## config.mk

```make
export PLATFORM = sky130hd
export DESIGN_NAME = homing_sequencer
export DESIGN_NICKNAME = d
export VERILOG_FILES = /design/src/homing_pkg.sv /design/src/stop_select.sv /design/src/quad_counter.sv /design/src/homing_sequencer.sv
export VERILOG_INCLUDE_DIRS = /design/src
export SDC_FILE = /design/constraint.sdc
export NUM_CORES = 1
export LEC_CHECK = 0
export BUFFER_PORTS_ARGS = -buffer_cell sky130_fd_sc_hd__buf_2
export CAP_MARGIN = 25
export CORE_MARGIN = 2
export CORE_UTILIZATION = 45
export CTS_CLUSTER_DIAMETER = 80
export CTS_CLUSTER_SIZE = 40
export DETAILED_ROUTE_END_ITERATION = 8
export PLACE_DENSITY = 0.67
export SLEW_MARGIN = 20
export SYNTH_ARGS = -nofsm -noshare
export SYNTH_HDL_FRONTEND = slang
export SYNTH_HIERARCHICAL = 1
export SYNTH_SLANG_ARGS = --single-unit
export TNS_END_PERCENT = 1
```

## constraint.sdc

```tcl
create_clock -name clk_i -period 17.16 [get_ports clk_i]
set_input_delay 2.574 -clock clk_i [delete_from_list [all_inputs] [get_ports clk_i]]
set_output_delay 2.574 -clock clk_i [all_outputs]
set_load 0.01 [all_outputs]
```

## src/homing_params.svh

```systemverilog
// Constants for the homing sequencer and quadrature counter.
// Assumes inclusion by the package and by every design module.
// Notes on behaviour
// - Stop signal comes from one selected source: limit switch, revolution sensor or sync input.
// - A disabled sync input is ignored, so it never yields a stop.
// - Standard homing moves at homing speed and direction until the stop.
// - After the final stop, absolute move at working speed to standoff; that is home.
// - Second phase, when enabled, moves with its own settings to its own stop.
// - Second phase speed, direction and source are separate from the first phase.
// - Half-turn option delays second-phase stop watching by half a revolution.
// - Home resolves to one microstep (1/256 step) or one encoder count.
// - Fast homing first moves at working speed in the set direction to the stop.
// - Fast homing then backs off half a turn, then approaches at homing speed.
// - Fast homing starts the standoff move only after the second stop.
// - Fast homing uses the first-phase stop source.
// - Successful homing sets the homed flag.
// - Homed flag clears on limit stop, moving immediate stop, lost steps or alarm.
// - Immediate stop or power-off while stationary keeps the homed flag.
// - Encoder is decoded four-edge: four counts per signal period.
// - Counter keeps up with 200 kHz single-ended and 5 MHz differential per channel.
`ifndef HOMING_PARAMS_SVH
`define HOMING_PARAMS_SVH
`define POS_W 40
`define SPEED_W 24
`define MICROSTEPS_PER_STEP 256
`define SRC_LIMIT 2'h0
`define SRC_REV 2'h1
`define SRC_SYNC 2'h2
`define CLK_HZ 100000000
`define ENC_MAX_HZ 5000000
`endif

```

## src/homing_pkg.sv

```systemverilog
// Types shared by the homing sequencer and its helpers.
// Assumes homing_params.svh is on the include path.
`include "homing_params.svh"
package homing_pkg;
	typedef logic [1:0] stop_src_t;
	typedef logic signed [`POS_W-1:0] pos_t;
	typedef logic [`SPEED_W-1:0] speed_t;
	typedef enum logic [2:0] {
		ST_IDLE = 3'b000,
		ST_FIRST = 3'b001,
		ST_BACKOFF = 3'b010,
		ST_REAPPROACH = 3'b011,
		ST_SECOND = 3'b100,
		ST_STANDOFF = 3'b101
	} home_state_e;
endpackage : homing_pkg

```

## src/stop_select.sv

```systemverilog
// Stop-signal source selector with rising-edge detection.
// Assumes source levels already carry their own polarity configuration.
`include "homing_params.svh"
module stop_select (
	// Clock and reset
	input wire logic clk_i,
	input wire logic rst_i,
	// Sources
	input wire logic limit_active_i,
	input wire logic rev_sensor_active_i,
	input wire logic sync_in_i,
	input wire logic sync_enable_i,
	// Selection
	input wire homing_pkg::stop_src_t src_i,
	input wire logic arm_i,
	// Result
	output logic stop_o
);
	import homing_pkg::*;
	typedef struct packed {
		logic prev;
	} sel_s;
	sel_s r, next_r;
	logic level;
	always_comb begin
		unique case (src_i)
			`SRC_LIMIT: level = limit_active_i;
			`SRC_REV: level = rev_sensor_active_i;
			`SRC_SYNC: level = sync_in_i & sync_enable_i;
			default: level = 1'b0;
		endcase
		next_r.prev = arm_i ? level : 1'b1;
	end
	// Edge only while armed, so a level already present at arming is not taken
	assign stop_o = arm_i & level & ~r.prev;
	always_ff @(posedge clk_i) begin
		if (rst_i) begin
			r <= '{prev: 1'b1};
		end else begin
			r <= next_r;
		end
	end
endmodule : stop_select

```

## src/quad_counter.sv

```systemverilog
// Four-edge quadrature position counter.
// Assumes encoder inputs are already synchronous and filtered.
`include "homing_params.svh"
module quad_counter #(
	parameter int POS_W = `POS_W
) (
	// Clock and reset
	input wire logic clk_i,
	input wire logic rst_i,
	// Encoder
	input wire logic quad_phase_first_i,
	input wire logic quad_phase_second_i,
	// Position load
	input wire logic load_i,
	input wire logic signed [POS_W-1:0] load_value_i,
	// Count
	output logic signed [POS_W-1:0] count_o
);
	import homing_pkg::*;
	initial begin
		if (POS_W < 8) $error("quad_counter: POS_W too small");
		// 100 MHz samples each 5 MHz channel 20 times per period
		if (`CLK_HZ < 8 * `ENC_MAX_HZ) $error("quad_counter: clock too slow");
	end
	typedef struct packed {
		logic a;
		logic b;
		logic signed [POS_W-1:0] cnt;
	} quad_s;
	quad_s r, next_r;
	always_comb begin
		next_r = r;
		next_r.a = quad_phase_first_i;
		next_r.b = quad_phase_second_i;
		if (load_i) begin
			next_r.cnt = load_value_i;
		// Every single edge counts; a both-channel change is ambiguous
		end else if ((r.a ^ quad_phase_first_i) ^ (r.b ^ quad_phase_second_i)) begin
			// First channel leads when its new level differs from the old second level
			if (quad_phase_first_i ^ r.b) begin
				next_r.cnt = r.cnt + POS_W'(1);
			end else begin
				next_r.cnt = r.cnt - POS_W'(1);
			end
		end
	end
	assign count_o = r.cnt;
	always_ff @(posedge clk_i) begin
		if (rst_i) begin
			r <= '0;
		end else begin
			r <= next_r;
		end
	end
endmodule : quad_counter

```

## src/homing_sequencer.sv

```systemverilog
// Homing sequencer with quadrature position counter.
// Assumes the motion engine executes move commands and reports completion.
`include "homing_params.svh"
module homing_sequencer #(
	parameter int POS_W = `POS_W,
	parameter int SPEED_W = `SPEED_W
) (
	// Clock and reset
	input wire logic clk_i,
	input wire logic rst_i,
	// Command
	input wire logic home_start_i,
	input wire logic fast_homing_i,
	input wire logic second_phase_en_i,
	input wire logic half_turn_en_i,
	// First phase settings
	input wire logic first_dir_i,
	input wire homing_pkg::speed_t first_speed_i,
	input wire homing_pkg::stop_src_t first_src_i,
	// Second phase settings
	input wire logic second_dir_i,
	input wire homing_pkg::speed_t second_speed_i,
	input wire homing_pkg::stop_src_t second_src_i,
	// Motion settings
	input wire homing_pkg::speed_t working_speed_i,
	input wire homing_pkg::pos_t standoff_i,
	input wire homing_pkg::pos_t half_turn_i,
	// Stop sources
	input wire logic limit_active_i,
	input wire logic rev_sensor_active_i,
	input wire logic sync_in_i,
	input wire logic sync_enable_i,
	// Position feedback
	input wire logic use_encoder_i,
	input wire homing_pkg::pos_t step_pos_i,
	input wire logic quad_phase_first_i,
	input wire logic quad_phase_second_i,
	// Motion engine
	input wire logic move_done_i,
	input wire logic moving_i,
	output logic move_run_o,
	output logic move_abs_o,
	output logic move_dir_o,
	output homing_pkg::speed_t move_speed_o,
	output homing_pkg::pos_t move_target_o,
	output logic move_stop_o,
	// Loss-of-home events
	input wire logic limit_stop_i,
	input wire logic immediate_stop_i,
	input wire logic power_off_i,
	input wire logic steps_lost_i,
	input wire logic alarm_i,
	// Status
	output homing_pkg::pos_t position_o,
	output logic homing_busy_o,
	output logic homed_flag_o
);
	import homing_pkg::*;
	initial begin
		if (POS_W != `POS_W) $error("homing_sequencer: POS_W must match package");
		if (SPEED_W != `SPEED_W) $error("homing_sequencer: SPEED_W must match package");
	end
	typedef struct packed {
		home_state_e st;
		logic homed;
		logic run;
		logic abs_mode;
		logic dir;
		speed_t speed;
		pos_t target;
		logic stop_cmd;
		pos_t mark;
		logic watch;
	} seq_s;
	seq_s r, next_r;
	logic stop_hit;
	stop_src_t cur_src;
	logic arm;
	pos_t enc_count;
	pos_t pos;
	pos_t travel;

	// Position in microsteps or encoder counts, whichever feeds back
	assign pos = use_encoder_i ? enc_count : step_pos_i;

	quad_counter #(
		.POS_W(POS_W)
	) u_quad (
		.clk_i(clk_i),
		.rst_i(rst_i),
		.quad_phase_first_i(quad_phase_first_i),
		.quad_phase_second_i(quad_phase_second_i),
		.load_i(1'b0),
		.load_value_i('0),
		.count_o(enc_count)
	);

	// Second phase has its own source; all other phases use the first
	assign cur_src = (r.st == ST_SECOND) ? second_src_i : first_src_i;
	assign arm = r.watch && (r.st == ST_FIRST || r.st == ST_REAPPROACH || r.st == ST_SECOND);

	stop_select u_stop (
		.clk_i(clk_i),
		.rst_i(rst_i),
		.limit_active_i(limit_active_i),
		.rev_sensor_active_i(rev_sensor_active_i),
		.sync_in_i(sync_in_i),
		.sync_enable_i(sync_enable_i),
		.src_i(cur_src),
		.arm_i(arm),
		.stop_o(stop_hit)
	);

	function automatic pos_t abs_diff(input pos_t a, input pos_t b);
		pos_t d;
		d = a - b;
		return d[POS_W-1] ? -d : d;
	endfunction : abs_diff

	assign travel = abs_diff(pos, r.mark);

	always_comb begin
		next_r = r;
		next_r.stop_cmd = 1'b0;
		unique case (r.st)
			ST_IDLE: begin
				next_r.run = 1'b0;
				if (home_start_i && !alarm_i) begin
					next_r.st = ST_FIRST;
					next_r.run = 1'b1;
					next_r.abs_mode = 1'b0;
					next_r.dir = first_dir_i;
					next_r.watch = 1'b1;
					next_r.homed = 1'b0;
					if (fast_homing_i) begin
						next_r.speed = working_speed_i;
					end else begin
						next_r.speed = first_speed_i;
					end
				end
			end
			ST_FIRST: begin
				if (stop_hit) begin
					next_r.mark = pos;
					if (fast_homing_i) begin
						// Back off half a turn against the search direction
						next_r.st = ST_BACKOFF;
						next_r.abs_mode = 1'b0;
						next_r.dir = ~first_dir_i;
						next_r.speed = working_speed_i;
						next_r.watch = 1'b0;
					end else if (second_phase_en_i) begin
						next_r.st = ST_SECOND;
						next_r.dir = second_dir_i;
						next_r.speed = second_speed_i;
						next_r.watch = ~half_turn_en_i;
					end else begin
						next_r.st = ST_STANDOFF;
					end
				end
			end
			ST_BACKOFF: begin
				if (travel >= half_turn_i) begin
					next_r.st = ST_REAPPROACH;
					next_r.dir = first_dir_i;
					next_r.speed = first_speed_i;
					next_r.watch = 1'b1;
				end
			end
			ST_REAPPROACH: begin
				if (stop_hit) begin
					next_r.mark = pos;
					if (second_phase_en_i) begin
						next_r.st = ST_SECOND;
						next_r.dir = second_dir_i;
						next_r.speed = second_speed_i;
						next_r.watch = ~half_turn_en_i;
					end else begin
						next_r.st = ST_STANDOFF;
					end
				end
			end
			ST_SECOND: begin
				// Stops from the first phase can repeat here, so wait half a turn
				if (!r.watch && travel >= half_turn_i) begin
					next_r.watch = 1'b1;
				end
				if (stop_hit) begin
					next_r.mark = pos;
					next_r.st = ST_STANDOFF;
				end
			end
			ST_STANDOFF: begin
				if (move_done_i && r.abs_mode) begin
					next_r.st = ST_IDLE;
					next_r.run = 1'b0;
					next_r.homed = 1'b1;
				end
			end
			default: next_r.st = ST_IDLE;
		endcase
		// Standoff is an absolute move from the reference point
		if (next_r.st == ST_STANDOFF && r.st != ST_STANDOFF) begin
			next_r.abs_mode = 1'b1;
			next_r.speed = working_speed_i;
			next_r.target = next_r.mark + standoff_i;
			next_r.watch = 1'b0;
		end
		// Home is lost on limit stop, lost steps or alarm, and on immediate stop or power-off only while moving
		if (limit_stop_i || (immediate_stop_i && moving_i) || steps_lost_i || alarm_i) begin
			next_r.homed = 1'b0;
		end
		if (power_off_i && moving_i) begin
			next_r.homed = 1'b0;
		end
		if (alarm_i && r.st != ST_IDLE) begin
			next_r.st = ST_IDLE;
			next_r.run = 1'b0;
			next_r.watch = 1'b0;
			next_r.stop_cmd = 1'b1;
			next_r.homed = 1'b0;
		end
	end

	assign move_run_o = r.run;
	assign move_abs_o = r.abs_mode;
	assign move_dir_o = r.dir;
	assign move_speed_o = r.speed;
	assign move_target_o = r.target;
	assign move_stop_o = r.stop_cmd;
	assign position_o = pos;
	assign homing_busy_o = (r.st != ST_IDLE);
	assign homed_flag_o = r.homed;

	always_ff @(posedge clk_i) begin
		if (rst_i) begin
			r <= '{st: ST_IDLE, default: '0};
		end else begin
			r <= next_r;
		end
	end
endmodule : homing_sequencer

```

======== Yosys cells after proc, flatten, opt, wreduce, memory -nomap -nowiden ========
Index checks and enable logic that the tools add are counted.
cells by class
  add/sub/neg operators ................... 5
  eq/ne operators ......................... 20
  bitwise logic cells ..................... 11
  muxes and demuxes ....................... 37
  magnitude comparators ................... 1
  reduce and logical (&&, ||, !) cells .... 33
operators by type and width
  operator                                            count
  2-to-1 mux 40 bit                                   4
  one-hot mux 40 bit (3 select lines)                 1
  2-to-1 mux 25 bit                                   4
  one-hot mux 25 bit (4 select lines)                 1
  2-to-1 mux 41 bit                                   2
  2-to-1 mux 64 bit                                   1
  adder 40 x 2 -> 40 bit, second input constant       1
  adder 40 bit                                        1
  >= comparator 40 bit                                1
  negator 40 bit                                      1
  subtractor 40 x 2 -> 40 bit, second input constant  1
  subtractor 40 bit                                   1
  2-to-1 mux 31 bit                                   1
  2-to-1 mux 26 bit                                   1
  2-to-1 mux 24 bit                                   1
  one-hot mux 3 bit (6 select lines)                  1
  2-to-1 mux 3 bit                                    5
  != test 2 bit, second input constant                5
  AND reduction 5 bit                                 2
  nonzero test 5 bit                                  2
  equality test 3 bit, second input constant          3
  2-to-1 mux 1 bit                                    9
  != test 3 x 2 -> 1 bit, second input constant       3
  != test 3 bit, second input constant                3
  other kinds (29)                                    52
word-level totals
  register bits ........................... 156
  word-level logic and storage cells ...... 121
  input port bits ......................... 218
  output and inout port bits .............. 110

======== Longest topological paths before layout ========
  depth in word-level cells ............... 12
  gate-level depth with buffers ........... 33
  gate-level depth less buffers ........... 26

======== Hierarchy ========
The synthesis kept the hierarchy.
by module, submodules not included
  module            area each (µm²)  instances  sequential area each (µm²)  cells each
  homing_sequencer  13116.3          1          2262.2                      1791
  quad_counter      4543.1           1          840.8                       611
  stop_select       73.8             1          20.0                        8

======== Worst setup path after synthesis ========
No wires, ideal clock.
  path kind ............................... input -> register
  from .................................... in use_encoder_i
  to ...................................... reg r, in the netlist move_speed_o[1]
  slack ................................... 7.430 ns
  data required time ...................... 17.026 ns
  arrival ................................. 9.597 ns
  stages on the path ...................... 30
  library setup time ...................... 0.134 ns
  buffers on the path ..................... 4
  cell sequence ........................... clkbuf_1 -> buf_1 -> buf_1 -> mux2i_1 -> inv_1 -> ha_1 -> nor2b_1 -> o31ai_4 -> a21oi_2 -> o21bai_1 -> o41ai_2 -> a31oi_1 -> o21bai_1 -> xor2_1 -> or4_1 -> o41a_1 -> xor2_1 -> ha_1 -> nand4_1 -> or2_2 -> nor3_1 -> nand3_1 -> nor2_1 -> o31a_1 -> nor3_1 -> mux2i_1 -> a41o_1 -> buf_1 -> mux2i_1 -> o22ai_1
on the way
  cells in the longest elaborated chain, start to end .. 11
  elaborated cells between the ends (all ways) .. 16
  those cells by class .................... add/sub (2); order compare (1); eq/ne (5); mux (5); reduce/logical (3)
ends and longest elaborated chain
  element                                                line                     text
  start: declaration                                     homing_sequencer.sv:34   input wire logic use_encoder_i,
  2-to-1 mux 40 bit (*)                                  homing_sequencer.sv:84   assign pos = use_encoder_i ? enc_count : step_pos_i;
  named net position_o[2]                                homing_sequencer.sv:54   output homing_pkg::pos_t position_o,
  subtractor 40 bit (*)                                  homing_sequencer.sv:116  d = a - b;
  negator 40 bit                                         homing_sequencer.sv:117  return d[POS_W-1] ? -d : d;
  2-to-1 mux 40 bit (*)                                  homing_sequencer.sv:117
  >= comparator 40 bit (*)                               homing_sequencer.sv:163  if (travel >= half_turn_i) begin
  2-to-1 mux 3 bit                                       homing_sequencer.sv:163
  one-hot mux 3 bit (6 select lines)                     homing_sequencer.sv:125  unique case (r.st)
  equality test 3 bit                                    homing_sequencer.sv:203  if (next_r.st == ST_STANDOFF && r.st != ST_STANDOFF) begin
  logical AND 1 bit                                      homing_sequencer.sv:203
  != test 3 bit (no line), or another cell as far along  --
  AND reduction 5 bit (no line)                          --
  end signal: assignment                                 homing_sequencer.sv:239  r <= next_r;
  end: declaration                                       homing_sequencer.sv:75   seq_s r, next_r;
The timed path passes the listed nets; every way through them passes the cells marked *.
A chain may end at the register's enable or synchronous reset.

======== Worst setup path after layout ========
  from .................................... in use_encoder_i
  to ...................................... reg r, in the netlist move_speed_o[13]
on the way
  cells in the longest elaborated chain, start to end .. 11
  elaborated cells between the ends (all ways) .. 16
  those cells by class .................... add/sub (2); order compare (1); eq/ne (5); mux (5); reduce/logical (3)
ends and longest elaborated chain
  element                                                line
  2-to-1 mux 40 bit (*)                                  homing_sequencer.sv:84
  subtractor 40 bit (*)                                  homing_sequencer.sv:116
  negator 40 bit                                         homing_sequencer.sv:117
  2-to-1 mux 40 bit (*)                                  homing_sequencer.sv:117
  >= comparator 40 bit (*)                               homing_sequencer.sv:163
  2-to-1 mux 3 bit                                       homing_sequencer.sv:163
  one-hot mux 3 bit (6 select lines)                     homing_sequencer.sv:125
  equality test 3 bit                                    homing_sequencer.sv:203
  logical AND 1 bit                                      homing_sequencer.sv:203
  != test 3 bit (no line), or another cell as far along  --
  AND reduction 5 bit (no line)                          --
Every way passes the cells marked *; elsewhere a longest branch is shown, timed or not.

==> key figures <==
Run status
  – Status: completed

Global route
  – Largest net degree at the start of global routing: 80
  – First-pass GRT wire length: 96200 um
  – Vias in the first global route: 16.9k
  – Initial antenna violation count: 8
  – Tot GR Track Use: 0.298
  – Congestion Overflow GR: 0

Floorplanning
  – Initial core utilization: 0.458
  – Die W: 203 um
  – Die H: 203 um
  – Core region area: 0.0387 mm2
  – Site Rows: 72
  – # IOs: 328
  – Die ar.: 0.0410 mm2

STA
  – # setup viols final: 0
  – Setup TNS: 0 ns
  – Final count of pins violating max slew: 0
  – Slew @ Worst Pin: 1.48 ns
  – Setup WS post-layout: 7.20 ns
  – Crit share post-route: 0.580
  – Achievable clock frequency: 100 MHz
  – Final Hold Viols: 0
  – Max-Slew Margin vs Limit: 0.00835
  – RSZ-0062 raised after global routing: false
  – Fin crit period: 9.96 ns
  – Skew final: 0.0155 ns
  – WHS: 0.450 ns

Clock network
  – Clock Sinks: 156
  – Clock Latency Late Sink: 0.46 ns
  – Clk buf depth: 2
  – H-tree Lvls: 4
  – CTS buffer count: 17
  – TritonCTS clock tree: done
  – Clk slew on worst S/H paths: 0.06 ns
  – Root Buffer: clkbuf_16
  – Post-CTS Hold Buffers: 0
  – Post-CTS setup buffers: 0
  – Post-CTS resize count: 0

Logic synthesis
  – Sequential fraction of the synthesis area: 0.176
  – Post-synthesis cell area: 0.0177 mm2
  – Synthesized instance count: 2410
  – Share of synthesized registers carrying an async set or reset: 0
  – Flops & latches, synth: 156
  – Synth warn: 6
  – Count of cell types in the netlist: 100
  – Post-synth EDFFs: 0
  – Syn_area_per_cell: 7.36 um2
  – Ys flop type: dfxtp_1

Pwr
  – Pleak: 0.00886 uW
  – Maximum VDD drop: 0.0770 mV
  – Pwr dens: 69.7 mW/mm2

Critical path
  – Worst path slowest cell: nor4_2
  – Setup crit end kind: register
  – CP startpoint kind: input port
  – Worst EP required: 17.51 ns
  – Worst-case reg-to-reg path depth: 27
  – WP data arrival: 10.31 ns
  – Crit path largest cell delay: 0.68 ns
  – CP max FO: 41
  – Kind of critical path: input port to register

Drt
  – Residual DRC: 0
  – Initial DRC count: 1660
  – Routed wire per std cell: 20.4 um
  – Final WL: 63200 um
  – 1st-pass router iterations: 5
  – Routed Antenna Nets: 0
  – Total number of vias: 18.3k
  – Via-per-instance ratio: 5.91

Hold path
  – Hold Path Stages: 2
  – HP Class: register to register

Placement
  – IO Port Bufs: 327
  – Post-DP HPWL: 49400 um
  – Final RePlAce weighted congestion: 0.964
  – Worst slack at placement: 6.81 ns

Cells and area
  – Nets: 2901
  – # fillers: 3846
  – Commonest non-fill, non-tap cell in the layout: buf_2
  – Most frequent cells in the layout: 326 x buf_2, 228 x nand2_1, 177 x a21oi_1, 166 x nor2_1, 156 x dfxtp_1
  – Layout cells sized above 1: 0.174
  – Area growth from synthesis to layout: 9.92%

Flow run
  – Number of max-cap violations: 0
[state kept, by name, summed over array words and instances (netlist names)]
signal          cells
r                  44
move_target_o      40
u_quad/count_o     40
move_speed_o       24
u_quad/r            2
homed_flag_o        1
move_abs_o          1
move_dir_o          1
move_run_o          1
move_stop_o         1
u_stop/r            1
[worst paths after layout]
kind,startpoint,endpoint,slack [ns]
max,use_encoder_i,move_speed_o[13]$_SDFFE_PP0P_,7.20
min,move_target_o[12]$_SDFFE_PP0P_,move_target_o[12]$_SDFFE_PP0P_,0.45
max reg2reg,u_quad/count_o[0]$_SDFFE_PP0P_,move_speed_o[13]$_SDFFE_PP0P_,9.44
min reg2reg,move_target_o[12]$_SDFFE_PP0P_,move_target_o[12]$_SDFFE_PP0P_,0.45
[power by group]
group          switching, uW  total, uW  internal, uW
clock network            175        373           197
registers               31.2        404           373
logic                    348        582           235
[synth_stat cells, types with 6 or more instances]
cell      instances  area share
a211oi_1         16      0.0068
mux2_2           15      0.0095
o22ai_1          31       0.011
dfxtp_1         156        0.18
nor2_1          166       0.035
nor4b_1           6      0.0030
and3_1           28      0.0099
o211ai_1         21      0.0089
o21a_1           21      0.0089
a221oi_1         14      0.0069
inv_1           149       0.032
o31ai_1          16      0.0068
buf_2            17      0.0048
xor2_1           36       0.018
mux2i_1         122       0.069
or4_1            19      0.0080
nor4_2            8      0.0056
a311oi_1         19      0.0094
and2_1           54       0.019
clkbuf_1        109       0.023
nand3_1          55       0.016
xnor2_1         103       0.051
a31oi_1          26      0.0092
nor2b_1          15      0.0053
or2_2             9      0.0032
nand4_1          45       0.016
buf_4           108       0.046
a22o_1           14      0.0069
o41ai_1           7      0.0035
buf_6             6      0.0038
nor3_1           52       0.015
a21o_1           61       0.026
nor4_1           30       0.011
and4_1           11      0.0054
o21ai_1          12      0.0034
buf_1            19      0.0040
a21oi_1         177       0.050
ha_1            122       0.086
nand2b_1         28      0.0099
nand2_1         228       0.048
o21bai_1          9      0.0038
or3_1            16      0.0056
o21ai_0         119       0.034
[final cells by class]
type                       instances  area [um2]  area share
antenna                            8        20.0     0.00103
multi-input combinational       1887       12800       0.655
clock buffer                      20         467      0.0239
inverter                         150         563      0.0289
clock inverter                    11        83.8     0.00430
timing repair buffer             347        1810      0.0930
tap                              518         648      0.0332
sequential                       156        3120       0.160
[per-stage QoR]
step / area (um2) / std cells / utilization / power [uW]
global route: 19500 / 3097 / 0.503 / 1440
floorplan: 17900 / 2455 / - / 833
finish: 19500 / 3097 / 0.503 / 1360
detailed placement: 18900 / 3056 / 0.487 / 981
CTS: 19400 / 3087 / 0.502 / 1360
global placement: 18900 / 3056 / 0.487 / 969
[cell families (layout without fill, tap and decap cells)]
logic type | Yosys count | in the layout | share of synthesized area
DFF | 156 | 156 | 0.176
adders and majority gates | 124 | 124 | 0.0883
xor gates and xnor gates | 140 | 140 | 0.0696
muxes | 137 | 137 | 0.0784
and+or+nand+nor | 799 | 799 | 0.232
other | 1 | 54 | 0.000211
AOI/OAI and AO/OA | 641 | 641 | 0.240
buffers and inverters | 412 | 528 | 0.116
[critical path, delay by kind of cell]
kind | cells | cell delay [ns]
compound gates | 8 | 2.01
xor+xnor | 1 | 0.15
fa+ha+maj | 2 | 0.65
buf+inv | 4 | 1.24
mux | 2 | 0.81
simple gates | 12 | 2.83
[routing by layer]
metal / global-route usage / share of wire
met5: 0 / 0
met3: 0.0515 / 0.074
met2: 0.487 / 0.46
met1: 0.373 / 0.41
met4: 0.167 / 0.058
Note: power is estimated with default switching activity, not from simulation.
